`src/verilog/sflash_pkg.sv`:
```
// Purpose: Shared constants for the serial flash host-interface front end
// Assumes: Single 200 MHz system clock samples all serial pins
// Notes:   Instruction codes and timing counts live here only
package sflash_pkg;
    localparam logic [7:0] OP_DUAL_OUT   = 8'h3B;
    localparam logic [7:0] OP_DUAL_IO    = 8'hBB;
    localparam logic [7:0] OP_QUAD_OUT   = 8'h6B;
    localparam logic [7:0] OP_QUAD_IO    = 8'hEB;
    localparam logic [7:0] OP_QUAD_WORD  = 8'hE7;
    localparam logic [7:0] OP_QUAD_OCT   = 8'hE3;
    localparam logic [7:0] OP_ENTER_4W   = 8'h38;
    localparam logic [7:0] OP_EXIT_4W    = 8'hFF;
    localparam logic [7:0] OP_RST_ENABLE = 8'h66;
    localparam logic [7:0] OP_RESET      = 8'h99;
    localparam logic [7:0] OP_WREN       = 8'h06;
    localparam logic [7:0] OP_WREN_VOL   = 8'h50;
    // Bits per byte on one line, clocks per byte on four lines
    localparam logic [3:0] BITS_1W = 4'h8;
    localparam logic [3:0] BITS_4W = 4'h2;
    // Lane widths
    localparam logic [2:0] LANES_1 = 3'h1;
    localparam logic [2:0] LANES_2 = 3'h2;
    localparam logic [2:0] LANES_4 = 3'h4;
    // Line mode of the current transfer
    typedef enum logic [1:0] {
        LM_SINGLE = 2'b00,
        LM_DUAL   = 2'b01,
        LM_QUAD   = 2'b11
    } line_mode_t;
endpackage

```
`src/verilog/pin_sync.sv`:
```
// Purpose: Two-flop synchroniser for a bundle of asynchronous pins
// Assumes: Inputs come from outside the mclk domain
// Notes:   First stage is read only by the second stage
`timescale 1ns/1ps
module pin_sync #(
    parameter int WIDTH = 8
) (
    input  wire logic             mclk,
    input  wire logic             sys_rst,
    input  wire logic [WIDTH-1:0] async_in,
    input  wire logic [WIDTH-1:0] rst_val,
    output logic      [WIDTH-1:0] sync_out
);
    logic [WIDTH-1:0] meta_q;
    logic [WIDTH-1:0] meta_d;
    logic [WIDTH-1:0] sync_q;
    logic [WIDTH-1:0] sync_d;

    // Next values; reset loads the idle level of each pin
    always_comb begin
        meta_d = sys_rst ? rst_val : async_in;
        sync_d = sys_rst ? rst_val : meta_q;
    end

    always_ff @(posedge mclk) begin
        meta_q <= meta_d;
        sync_q <= sync_d;
    end

    assign sync_out = sync_q;
endmodule

```
`src/verilog/sflash_front_end.sv`:
```
// Overview of operation
// Works with clock modes 0 and 3 only
// Capture on rising, drive on falling edge
// Master parks clock per its mode
// Cycles counted falling edge to falling edge
// Dual reads use line0 and line1 bidirectionally
// Quad reads 6B EB E7 E3 use four lines
// Quad uses protect and pause pins as lines
// Quad reads need four_line_enable_bit set
// 38h enters, FFh exits four-wire command mode
// Four-wire mode takes opcode in two clocks
// Exactly one command mode active
// Power-up and 99h reset select standard mode
// Four-wire entry needs four_line_enable_bit
// Software reset is 66h then 99h
// 06h enables NV write; 50h volatile copy
// Pause only in standard/dual, while selected
// Pause entry at low clock or next fall
// Pause exit at low clock or next fall
// Paused: outputs float, inputs ignored
// Pause keeps interface state intact
// Master keeps select low during pause
// pause_or_reset_pick selects line3 role
// four_line_enable_bit makes line3 data only
// Quad and entry ignored without enable bit
//
// Purpose: Serial front end: opcode capture, lane control, pause, resets
// Assumes: sclk well below mclk/4; all pins synchronised by two flops
// Notes:   Outgoing data comes from the core as tx_data, one lane set per fall
`timescale 1ns/1ps
module sflash_front_end
    import sflash_pkg::*;
(
    input  wire logic       mclk,
    input  wire logic       sys_rst,
    input  wire logic       sclk,
    input  wire logic       select_low_n,
    input  wire logic [3:0] line_in,
    input  wire logic       four_line_enable_bit,
    input  wire logic       pause_or_reset_pick,
    input  wire logic       read_phase,
    input  wire logic [3:0] tx_data,
    output logic      [3:0] line_out,
    output logic      [3:0] line_oe,
    output logic      [7:0] opcode,
    output logic            opcode_valid,
    output logic            four_wire_mode,
    output logic [1:0]      line_mode,
    output logic            paused,
    output logic            soft_reset_pulse,
    output logic            hw_reset,
    output logic            wren_nv,
    output logic            wren_vol,
    output logic [3:0]      rx_nibble,
    output logic            rx_valid
);
    // Synchronised pins: sclk, select, four data lines
    logic [5:0] pins_s;
    pin_sync #(.WIDTH(6)) u_sync (
        .mclk     (mclk),
        .sys_rst  (sys_rst),
        .async_in ({sclk, select_low_n, line_in}),
        .rst_val  (6'h18),
        .sync_out (pins_s)
    );
    logic       sclk_s;
    logic       sel_n_s;
    logic [3:0] din_s;
    assign sclk_s  = pins_s[5];
    assign sel_n_s = pins_s[4];
    assign din_s   = pins_s[3:0];

    typedef enum logic [1:0] {
        ST_IDLE   = 2'b00,
        ST_OPCODE = 2'b01,
        ST_DATA   = 2'b11
    } fe_state_t;

    fe_state_t  state_q, state_d;
    logic       sclk_q, sclk_d;
    logic [7:0] shift_q, shift_d;
    logic [3:0] cnt_q, cnt_d;
    logic [7:0] opcode_q, opcode_d;
    logic       opv_q, opv_d;
    logic       fw_q, fw_d;
    logic [1:0] lm_q, lm_d;
    logic       rst_arm_q, rst_arm_d;
    logic       srst_q, srst_d;
    logic       pause_q, pause_d;
    logic       hwr_q, hwr_d;
    logic       wnv_q, wnv_d;
    logic       wvol_q, wvol_d;
    logic [3:0] lout_q, lout_d;
    logic [3:0] loe_q, loe_d;
    logic [3:0] rxn_q, rxn_d;
    logic       rxv_q, rxv_d;

    // Edges of the sampled serial clock
    logic rise, fall, pause_req, pause_ok;
    logic [3:0] new_cnt;
    logic [7:0] new_byte;
    logic       quad_op;
    assign rise = sclk_s & ~sclk_q;
    assign fall = ~sclk_s & sclk_q;
    // line3 acts as pause pin only in pause role and not quad-enabled
    assign pause_ok = ~four_line_enable_bit & ~pause_or_reset_pick;
    assign pause_req = pause_ok & ~din_s[3] & ~sel_n_s
                     & (lm_q != LM_QUAD) & ~fw_q;

    // Main next-state logic
    always_comb begin
        state_d   = state_q;
        sclk_d    = sclk_s;
        shift_d   = shift_q;
        cnt_d     = cnt_q;
        opcode_d  = opcode_q;
        opv_d     = 1'b0;
        fw_d      = fw_q;
        lm_d      = lm_q;
        rst_arm_d = rst_arm_q;
        srst_d    = 1'b0;
        pause_d   = pause_q;
        hwr_d     = pause_or_reset_pick & ~four_line_enable_bit
                  & ~din_s[3];
        wnv_d     = 1'b0;
        wvol_d    = 1'b0;
        lout_d    = lout_q;
        loe_d     = loe_q;
        rxn_d     = rxn_q;
        rxv_d     = 1'b0;
        new_cnt   = cnt_q;
        new_byte  = shift_q;
        quad_op   = 1'b0;
        // Pause changes state only while clock is low or on deselect
        if (~sclk_s) begin
            pause_d = pause_req;
        end
        if (sel_n_s) begin
            // Deselect resets the interface, even mid-pause
            state_d = ST_IDLE;
            pause_d = 1'b0;
            cnt_d   = 4'h0;
            loe_d   = 4'h0;
            lm_d    = LM_SINGLE;
        end else if (pause_q) begin
            // Everything held; outputs floated
            loe_d = 4'h0;
        end else begin
            if (state_q == ST_IDLE) begin
                state_d = ST_OPCODE;
                cnt_d   = 4'h0;
            end
            if (rise && state_q != ST_IDLE) begin
                if (state_q == ST_OPCODE && fw_q) begin
                    new_byte = {shift_q[3:0], din_s};
                    new_cnt  = cnt_q + 4'h1;
                end else if (state_q == ST_OPCODE) begin
                    new_byte = {shift_q[6:0], din_s[0]};
                    new_cnt  = cnt_q + 4'h1;
                end else begin
                    rxv_d = 1'b1;
                    case (line_mode_t'(lm_q))
                        LM_QUAD: rxn_d = din_s;
                        LM_DUAL: rxn_d = {2'b00, din_s[1:0]};
                        default: rxn_d = {3'b000, din_s[0]};
                    endcase
                end
                shift_d = new_byte;
                cnt_d   = new_cnt;
                if (state_q == ST_OPCODE
                    && new_cnt == (fw_q ? BITS_4W : BITS_1W)) begin
                    state_d  = ST_DATA;
                    opcode_d = new_byte;
                    opv_d    = 1'b1;
                    quad_op  = (new_byte == OP_QUAD_OUT)
                             | (new_byte == OP_QUAD_IO)
                             | (new_byte == OP_QUAD_WORD)
                             | (new_byte == OP_QUAD_OCT);
                    if (fw_q) begin
                        lm_d = LM_QUAD;
                    end else if (quad_op) begin
                        // Quad needs enable bit; else stay single
                        lm_d = four_line_enable_bit ? LM_QUAD
                                                    : LM_SINGLE;
                    end else if (new_byte == OP_DUAL_OUT
                                 || new_byte == OP_DUAL_IO) begin
                        lm_d = LM_DUAL;
                    end
                    // Mode flag is one bit, so modes exclude each other
                    if (new_byte == OP_ENTER_4W && four_line_enable_bit) begin
                        fw_d = 1'b1;
                    end else if (new_byte == OP_EXIT_4W && fw_q) begin
                        fw_d = 1'b0;
                    end
                    if (new_byte == OP_RESET && rst_arm_q) begin
                        fw_d   = 1'b0;
                        srst_d = 1'b1;
                    end
                    rst_arm_d = (new_byte == OP_RST_ENABLE);
                    wnv_d  = (new_byte == OP_WREN);
                    wvol_d = (new_byte == OP_WREN_VOL);
                end
            end
            // Drive outgoing bits on falling edge of read phase
            if (fall && state_q == ST_DATA) begin
                if (read_phase) begin
                    case (line_mode_t'(lm_q))
                        LM_QUAD: begin
                            lout_d = tx_data;
                            loe_d  = 4'hF;
                        end
                        LM_DUAL: begin
                            lout_d = {2'b00, tx_data[1:0]};
                            loe_d  = 4'h3;
                        end
                        default: begin
                            lout_d = {2'b00, tx_data[0], 1'b0};
                            loe_d  = 4'h2;
                        end
                    endcase
                end else begin
                    loe_d = 4'h0;
                end
            end
        end
    end

    // Register stage; reset selects standard mode
    always_ff @(posedge mclk) begin
        if (sys_rst) begin
            state_q   <= ST_IDLE;
            sclk_q    <= 1'b0;
            shift_q   <= 8'h00;
            cnt_q     <= 4'h0;
            opcode_q  <= 8'h00;
            opv_q     <= 1'b0;
            fw_q      <= 1'b0;
            lm_q      <= LM_SINGLE;
            rst_arm_q <= 1'b0;
            srst_q    <= 1'b0;
            pause_q   <= 1'b0;
            hwr_q     <= 1'b0;
            wnv_q     <= 1'b0;
            wvol_q    <= 1'b0;
            lout_q    <= 4'h0;
            loe_q     <= 4'h0;
            rxn_q     <= 4'h0;
            rxv_q     <= 1'b0;
        end else begin
            state_q   <= state_d;
            sclk_q    <= sclk_d;
            shift_q   <= shift_d;
            cnt_q     <= cnt_d;
            opcode_q  <= opcode_d;
            opv_q     <= opv_d;
            fw_q      <= fw_d;
            lm_q      <= lm_d;
            rst_arm_q <= rst_arm_d;
            srst_q    <= srst_d;
            pause_q   <= pause_d;
            hwr_q     <= hwr_d;
            wnv_q     <= wnv_d;
            wvol_q    <= wvol_d;
            lout_q    <= lout_d;
            loe_q     <= loe_d;
            rxn_q     <= rxn_d;
            rxv_q     <= rxv_d;
        end
    end

    assign line_out         = lout_q;
    assign line_oe          = loe_q;
    assign opcode           = opcode_q;
    assign opcode_valid     = opv_q;
    assign four_wire_mode   = fw_q;
    assign line_mode        = lm_q;
    assign paused           = pause_q;
    assign soft_reset_pulse = srst_q;
    assign hw_reset         = hwr_q;
    assign wren_nv          = wnv_q;
    assign wren_vol         = wvol_q;
    assign rx_nibble        = rxn_q;
    assign rx_valid         = rxv_q;

    // Checks
    a_pause_float: assert property (@(posedge mclk) disable iff (sys_rst)
        pause_q |=> (loe_q == 4'h0))
        else $error("outputs driven while paused");
    a_quad_needs_en: assert property (@(posedge mclk) disable iff (sys_rst)
        $rose(fw_q) |-> $past(four_line_enable_bit))
        else $error("four-wire entry without enable");
    a_reset_std: assert property (@(posedge mclk) disable iff (sys_rst)
        srst_q |-> ~fw_q)
        else $error("soft reset left four-wire mode");
    a_reset_pair: assert property (@(posedge mclk) disable iff (sys_rst)
        srst_q |-> $past(rst_arm_q))
        else $error("reset without enable");
    a_pause_no_quad: assert property (@(posedge mclk) disable iff (sys_rst)
        $rose(pause_q) |-> $past(lm_q) != LM_QUAD && ~$past(fw_q))
        else $error("pause during quad");
    a_pause_low_clk: assert property (@(posedge mclk) disable iff (sys_rst)
        $changed(pause_q) && ~$past(sel_n_s) |-> ~$past(sclk_s))
        else $error("pause changed with clock high");
    a_four_w_lanes: assert property (@(posedge mclk) disable iff (sys_rst)
        opv_q && $past(fw_q) |-> lm_q == LM_QUAD)
        else $error("four-wire opcode not quad");
    a_quad_gate: assert property (@(posedge mclk) disable iff (sys_rst)
        $rose(loe_q == 4'hF) |-> lm_q == LM_QUAD)
        else $error("four lanes driven outside quad");
    c_enter_4w: cover property (@(posedge mclk) $rose(fw_q));
    c_pause: cover property (@(posedge mclk) $rose(pause_q));
    c_srst: cover property (@(posedge mclk) srst_q);
    c_dual: cover property (@(posedge mclk) loe_q == 4'h3);
endmodule

```
`config.mk`:
```
export PLATFORM = sky130hd
export DESIGN_NAME = sflash_front_end
export DESIGN_NICKNAME = d
export VERILOG_FILES = /design/src/verilog/sflash_pkg.sv /design/src/verilog/pin_sync.sv /design/src/verilog/sflash_front_end.sv
export SDC_FILE = /design/constraint.sdc
export NUM_CORES = 1
export LEC_CHECK = 0
export ABC_AREA = 1
export BUFFER_PORTS_ARGS = -buffer_cell sky130_fd_sc_hd__buf_2
export CORE_ASPECT_RATIO = 1.25
export CORE_MARGIN = 3
export CORE_UTILIZATION = 50
export DETAILED_ROUTE_END_ITERATION = 8
export PLACE_DENSITY = 0.84
export SYNTH_ARGS = -nofsm -noshare
export SYNTH_HDL_FRONTEND = slang
export SYNTH_SLANG_ARGS = --single-unit
```
`constraint.sdc`:
```
create_clock -name mclk -period 4.6 [get_ports mclk]
set_input_delay 0.46 -clock mclk [delete_from_list [all_inputs] [get_ports mclk]]
set_output_delay 0.46 -clock mclk [all_outputs]
set_load 0.005 [all_outputs]
```
# Word-level counts from Yosys, hierarchy flattened
# Index checks and enable logic that the tools add are counted.
# op_classes
n_bitwise	24
n_reduce_logical	25
eq_ne	18
muxes	30
n_addsub	1
# op_table
cell	count
== test 8 bit, second input constant	6
two-way mux 8 bit	5
two-way mux 4 bit	9
== test 8 x 7 -> 1 bit, second input constant	3
case mux 4 bit (2 select lines)	3
== test 8 x 6 -> 1 bit, second input constant	2
two-way mux 2 bit	7
NOT 1 bit	12
AND reduction 4 bit	3
AND reduction 5 bit	2
OR reduction 5 bit	2
bitwise AND 1 bit	9
== test 8 x 3 -> 1 bit, second input constant	1
logical AND 1 bit	7
two-way mux 1 bit	6
nonzero test 3 bit	2
adder 4 x 1 -> 4 bit, second input constant	1
== test 2 x 1 -> 1 bit, second input constant	2
== test 2 bit, second input constant	2
== test 4 bit	1
nonzero test 2 bit	2
OR reduction 4 bit	1
bitwise OR 1 bit	3
AND reduction 3 bit	1
other kinds (6)	6
# word_totals
elab_cells	118
out_inout_bits	30
input_bits	15
ff_bits	58

# Longest topological paths before layout
# logic_depth
word_depth	12
mapped_depth	15
mapped_depth_nobuf	13

# Hierarchy
# From an unflattened synthesis, not the netlist that was laid out.
# unflattened
hier_cells	359
hier_area_um2	2605.0
# modules_own_cells
module	cells_per_inst	n_inst	seq_area_each_um2	area_per_inst_um2
sflash_front_end	315	1	900.9	2234.6
pin_sync	44	1	240.2	370.4

# Worst setup path after synthesis
# Ideal clock, no wire load.
# synth_timing
kind	reg2reg
start	register cnt_q[0]
end	register fw_q (netlist: four_wire_mode)
synth_period_minus_slack_ns	1.573
setup_time_ns	0.067
stages_incl_launch_ff	10
t_arrival_ns	1.506
path_buffers	1
required_ns	4.533
slack_ns	3.027
cell_sequence	dfxtp_1 ha_1 o21ai_1 nand2_1 nand2_1 nand3_2 nor2_4 buf_6 nand2_2 a21oi_2
# synth_via
elab_chain_len	9
# synth_lines
element	line	text
from (decl)	sflash_front_end.sv:82	logic [3:0] cnt_q, cnt_d;
from (signal assigned)	sflash_front_end.sv:253	cnt_q <= cnt_d;
adder 4 x 1 -> 4 bit	sflash_front_end.sv:156, sflash_front_end.sv:159	
two-way mux 4 bit	sflash_front_end.sv:157	end else if (state_q == ST_OPCODE) begin
two-way mux 4 bit (*)	sflash_front_end.sv:154	if (state_q == ST_OPCODE && fw_q) begin
two-way mux 4 bit (*)	sflash_front_end.sv:153	if (rise && state_q != ST_IDLE) begin
two-way mux 4 bit (*)	sflash_front_end.sv:145	end else if (pause_q) begin
two-way mux 4 bit (*)	sflash_front_end.sv:138	if (sel_n_s) begin
== test 4 bit (*)	sflash_front_end.sv:171	&& new_cnt == (fw_q ? BITS_4W : BITS_1W)) begin
logical AND 1 bit (*)	sflash_front_end.sv:171	
AND reduction 5 bit (no source line) (*)	-	
to (signal assigned)	sflash_front_end.sv:256	fw_q <= fw_d;
to (decl)	sflash_front_end.sv:85	logic fw_q, fw_d;
# Every way passes the cells marked *; elsewhere a longest branch is shown, timed or not. The select of a mux whose other input is x is not followed.
# A chain may end at the register's enable or synchronous reset.

# Worst setup path in the final report
# layout_timing
start	register state_q[0]
end	register state_q[1]
# layout_via
elab_chain_len	10
elab_cells_between_ends	15
cone_classes	eq/ne: 2; mux: 8; reduce/logical: 5
# layout_lines
element	line	text
from (decl)	sflash_front_end.sv:79	fe_state_t state_q, state_d;
from (signal assigned)	sflash_front_end.sv:250	state_q <= state_d;
== test 2 x 1 -> 1 bit	sflash_front_end.sv:154, sflash_front_end.sv:157, sflash_front_end.sv:170	
two-way mux 4 bit / logical AND 1 bit (equally long branches)	sflash_front_end.sv:157, sflash_front_end.sv:154	
two-way mux 4 bit	sflash_front_end.sv:154	
two-way mux 4 bit	sflash_front_end.sv:153	
two-way mux 4 bit	sflash_front_end.sv:145	
two-way mux 4 bit	sflash_front_end.sv:138	
== test 4 bit	sflash_front_end.sv:171	
logical AND 1 bit	sflash_front_end.sv:171	
two-way mux 2 bit	sflash_front_end.sv:170	if (state_q == ST_OPCODE
two-way mux 2 bit (*)	sflash_front_end.sv:153	
# Marks and branches as above.

==> summary.md <==
| Metric | Value |
|---|---|
| Startpoint Class | flip-flop |
| WP data required | 4.84 ns |
| Post-DP HPWL | 4210 um |
| Hold-fix buffers, CTS | 0 |
| First-pass DRT Iterations | 4 |
| Gr usage total | 21.3% |
| Crit path capture type | flip-flop |
| Slowest CP cell | dfxtp_1 |
| Worst-Skew Late Latency | 0.34 ns |
| Drt drc | 0 |
| Synthesized area per cell | 7.15 um2 |
| Synth warnings | 0 |
| Top post-synthesis cells by area | dfxtp_1 45%, nand2_1 9.6%, nor2_1 9.0% |
| CP Data Arrival Time | between 2 and 3 ns |
| Endpoints failing setup | 0 |
| Vias in the first global route | 2,278 |
| Sequential area share after synthesis | 45.1% |
| Antenna violations before repair | 0 |
| Global-route wire length before repair | 10,200 um |
| Synth area leader | dfxtp_1 |
| Core area | between 4000 and 5000 um2 |
| Area of the multi-input gates | 1160 um2 |
| MaxCap Viol Count | 0 |
| RSZ-0062 raised after global routing | no |
| Setup Fix Bufs, Post-CTS | 0 |
| Period utilization | 52.3% |
| Via count | 2,415 |
| Port bufs | 44 |
| Post-layout instance count excluding filler cells | approximately 460 |
| Num CTS Buffers | 9 |
| Gate Count Post-Synth | 354 |
| Yosys top cell area share | a little under half |
| Syn_nets | 370 |
| Relative slew margins | 40.9% |
| Layout fillers | 437 |
| Setup TNS | 0 ns |
| Final hold vios | 0 |
| P per Cell Area | 352 nW/um2 |
| Maximum vdd drop | 0.328 mV |
| Max-slew violation count | 0 |
| Top cell by count, worst path | nand2_1 |
| H-tree lvl count | 3 |
| Fin crit period | 2.41 ns |
| Drt total wl | 5960 um |
| Full die area | 5960 um2 |
| Worst-path maximum fanout | 19 |
| I/O pin cnt | 45 |
| Run status | finished, final reports clean |
| Ratio of cells with drive above 1 in the final layout | 21.6% |
| Yosys reg bits | 57 |
| Starting density of the core | 52.8% |
| Ant. Diodes | 0 |
| Synth-to-Final Area Change | 17.3% |
| WL/cell | 12.9 um |
| Reg clk slew, reported paths | about 0.060 ns |
| DP Cell Count | around 450 |
| Layout Nets | about 410 |
| Worst path max stage delay | around 0.52 ns |
| Detail Route Antenna Nets | 0 |
| Reg area | 1140 um2 |
| Deepest clock path buffer count | 2 |
| Actual slew at the worst max-slew pin | 0.883 ns |
| Total gr overflow | 0 |
| Post-synthesis cell area | roughly 2500 um2 |
| Clock skew | 0.00407 ns |
| Die Height | 85.6 um |
| FP Rows | 28 |
| CP Cell Sequence | inv_2 > nor2_2 > nand2_1 > xnor2_1 > nor2_1 > nand3_2 > nor2_4 > nand2_1 > o21ai_0 |
| CTS sink count | 57 |
| PostCTS Resize Cnt | 0 |
| CTS Root Cell | clkbuf_8 |
| Fmax | 416 MHz |
| Design Power | 0.00105 W |
| Leak | 1.33 nW |
| Netlist cell types | 32 |
| CTS tree | yes |
| Initial drt markers | between 90 and 100 |
| CP Class | reg -> reg |
| Min-delay worst type | in -> reg |
| Routability cong. | 0.895 |
| Via density | 5.23 |
| Die X | 69.7 um |
| Largest net degree at the start of global routing | 25 |
==> cell usage in the layout (no fill, tap or decap), drive strengths merged <==
cell type | Yosys | routed
ha | 1 | 1
bufinv | 0 | 2
a21oi | 26 | 26
clkbuf | 2 | 10
buf | 9 | 44
o21bai | 1 | 1
a31oi | 1 | 1
a221oi | 1 | 1
nor3 | 5 | 5
a32oi | 1 | 1
o21ai | 26 | 26
inv | 42 | 43
nand3b | 2 | 2
or2 | 5 | 5
xnor2 | 1 | 1
dfxtp | 57 | 57
nor2 | 66 | 66
nand3 | 28 | 28
nand2 | 74 | 74
o22ai | 1 | 1
nand4 | 5 | 5
clkinv | 0 | 2
==> Yosys cell counts <==
| cell type | n |
|---|---|
| nand2_1 | 65 |
| dfxtp_1 | 57 |
| o21bai_1 | 1 |
| nand2_2 | 7 |
| or2_2 | 5 |
| o21ai_0 | 22 |
| buf_1 | 2 |
| nand3_2 | 3 |
| inv_1 | 38 |
| buf_2 | 2 |
| a32oi_1 | 1 |
| o22ai_1 | 1 |
| nor2_4 | 1 |
| clkbuf_1 | 2 |
| a31oi_1 | 1 |
| o21ai_1 | 3 |
| buf_4 | 2 |
| nand3b_1 | 2 |
| inv_2 | 4 |
| a221oi_1 | 1 |
| o21ai_2 | 1 |
| nor2_1 | 61 |
| ha_1 | 1 |
| buf_6 | 3 |
| nand3_1 | 25 |
| nor2_2 | 4 |
| nand2_4 | 2 |
| a21oi_2 | 1 |
| xnor2_1 | 1 |
| nor3_1 | 5 |
| a21oi_1 | 25 |
| nand4_1 | 5 |
==> critical path: cells and delay by family, from the launching register on <==
family | cells | cell delay [ns]
AOI/OAI and AO/OA | 1 | 0.17
xor gates and xnor gates | 1 | 0.17
buffers and inverters | 1 | 0.08
DFF | 1 | 0.52
and+or+nand+nor | 6 | 1.37
==> final cells by class <==
| class | instances | share of cell area [%] |
|---|---|---|
| Clock buffer | 10 | 4.63 |
| Clock inverter | 5 | 2.65 |
| Inverter | 42 | 5.31 |
| Multi-Input combinational cell | 244 | 39.0 |
| Sequential cell | 57 | 38.4 |
| Tap cell | 60 | 2.53 |
| Timing Repair Buffer | 44 | 7.41 |
==> path summary, 6_finish.rpt <==
kind                                             startpoint                             to  slack [ns]  cells past startpoint
worst max-delay path                state_q[0]$_SDFFE_PP0N_        state_q[1]$_SDFFE_PP0N_        2.19                      9
worst min-delay path                           select_low_n    u_sync.meta_q[4]$_SDFF_PP1_        0.30                      2
worst max register to register      state_q[0]$_SDFFE_PP0N_        state_q[1]$_SDFFE_PP0N_        2.19                      9
worst min register to register  u_sync.meta_q[1]$_SDFF_PP0_  u_sync.sync_out[1]$_SDFF_PP0_        0.40                      2
==> metal layers <==
metal / vias to the layer above / GRT usage, % / share of wire (%)
li1: 1213 / - / -
met1: 1121 / 25.2 / 42
met2: 66 / 36.2 / 50
met3: 15 / 3.28 / 4.8
met4: 0 / 13.4 / 3.0
met5: - / 0 / 0
==> report_power, final <==
part           internal (W)  switching [W]  total [W]
combinational     0.0000108      0.0000211  0.0000320
sequential         0.000499     0.00000326   0.000502
clock              0.000316       0.000196   0.000512
total              0.000826       0.000220    0.00105
==> cell families after synthesis <==
family	Yosys count	share of synthesized area (%)
compound gates	57	12.1
buf+inv	53	9.14
xor+xnor	1	0.346
simple gates	185	32.9
flops	57	45.1
fa+ha+maj	1	0.494
==> per-stage QoR <==
step / area [um2] / hold slack [ns] / utilization, % / worst slack (ns)
finish: 2970 / 0.298 / 61.9 / 2.19
global route: 2970 / 0.288 / 61.9 / 1.92
CTS: 2970 / 0.288 / 61.9 / 2.22
detailed placement: 2750 / 0.395 / 57.4 / 2.26
global placement: 2750 / 0.390 / 57.4 / 2.31
floorplan: 2530 / 0.388 / - / 3.03
==> state kept, by name, summed over array words and instances, names as in the netlist, 2 cells and up <==
signal / flops
u_sync.meta_q: 6
opcode: 8
line_out: 4
line_oe: 3
line_mode: 2
rx_nibble: 4
cnt_q: 4
shift_q: 8
u_sync.sync_out: 6
state_q: 2
Note: power is estimated with default switching activity, not from simulation.
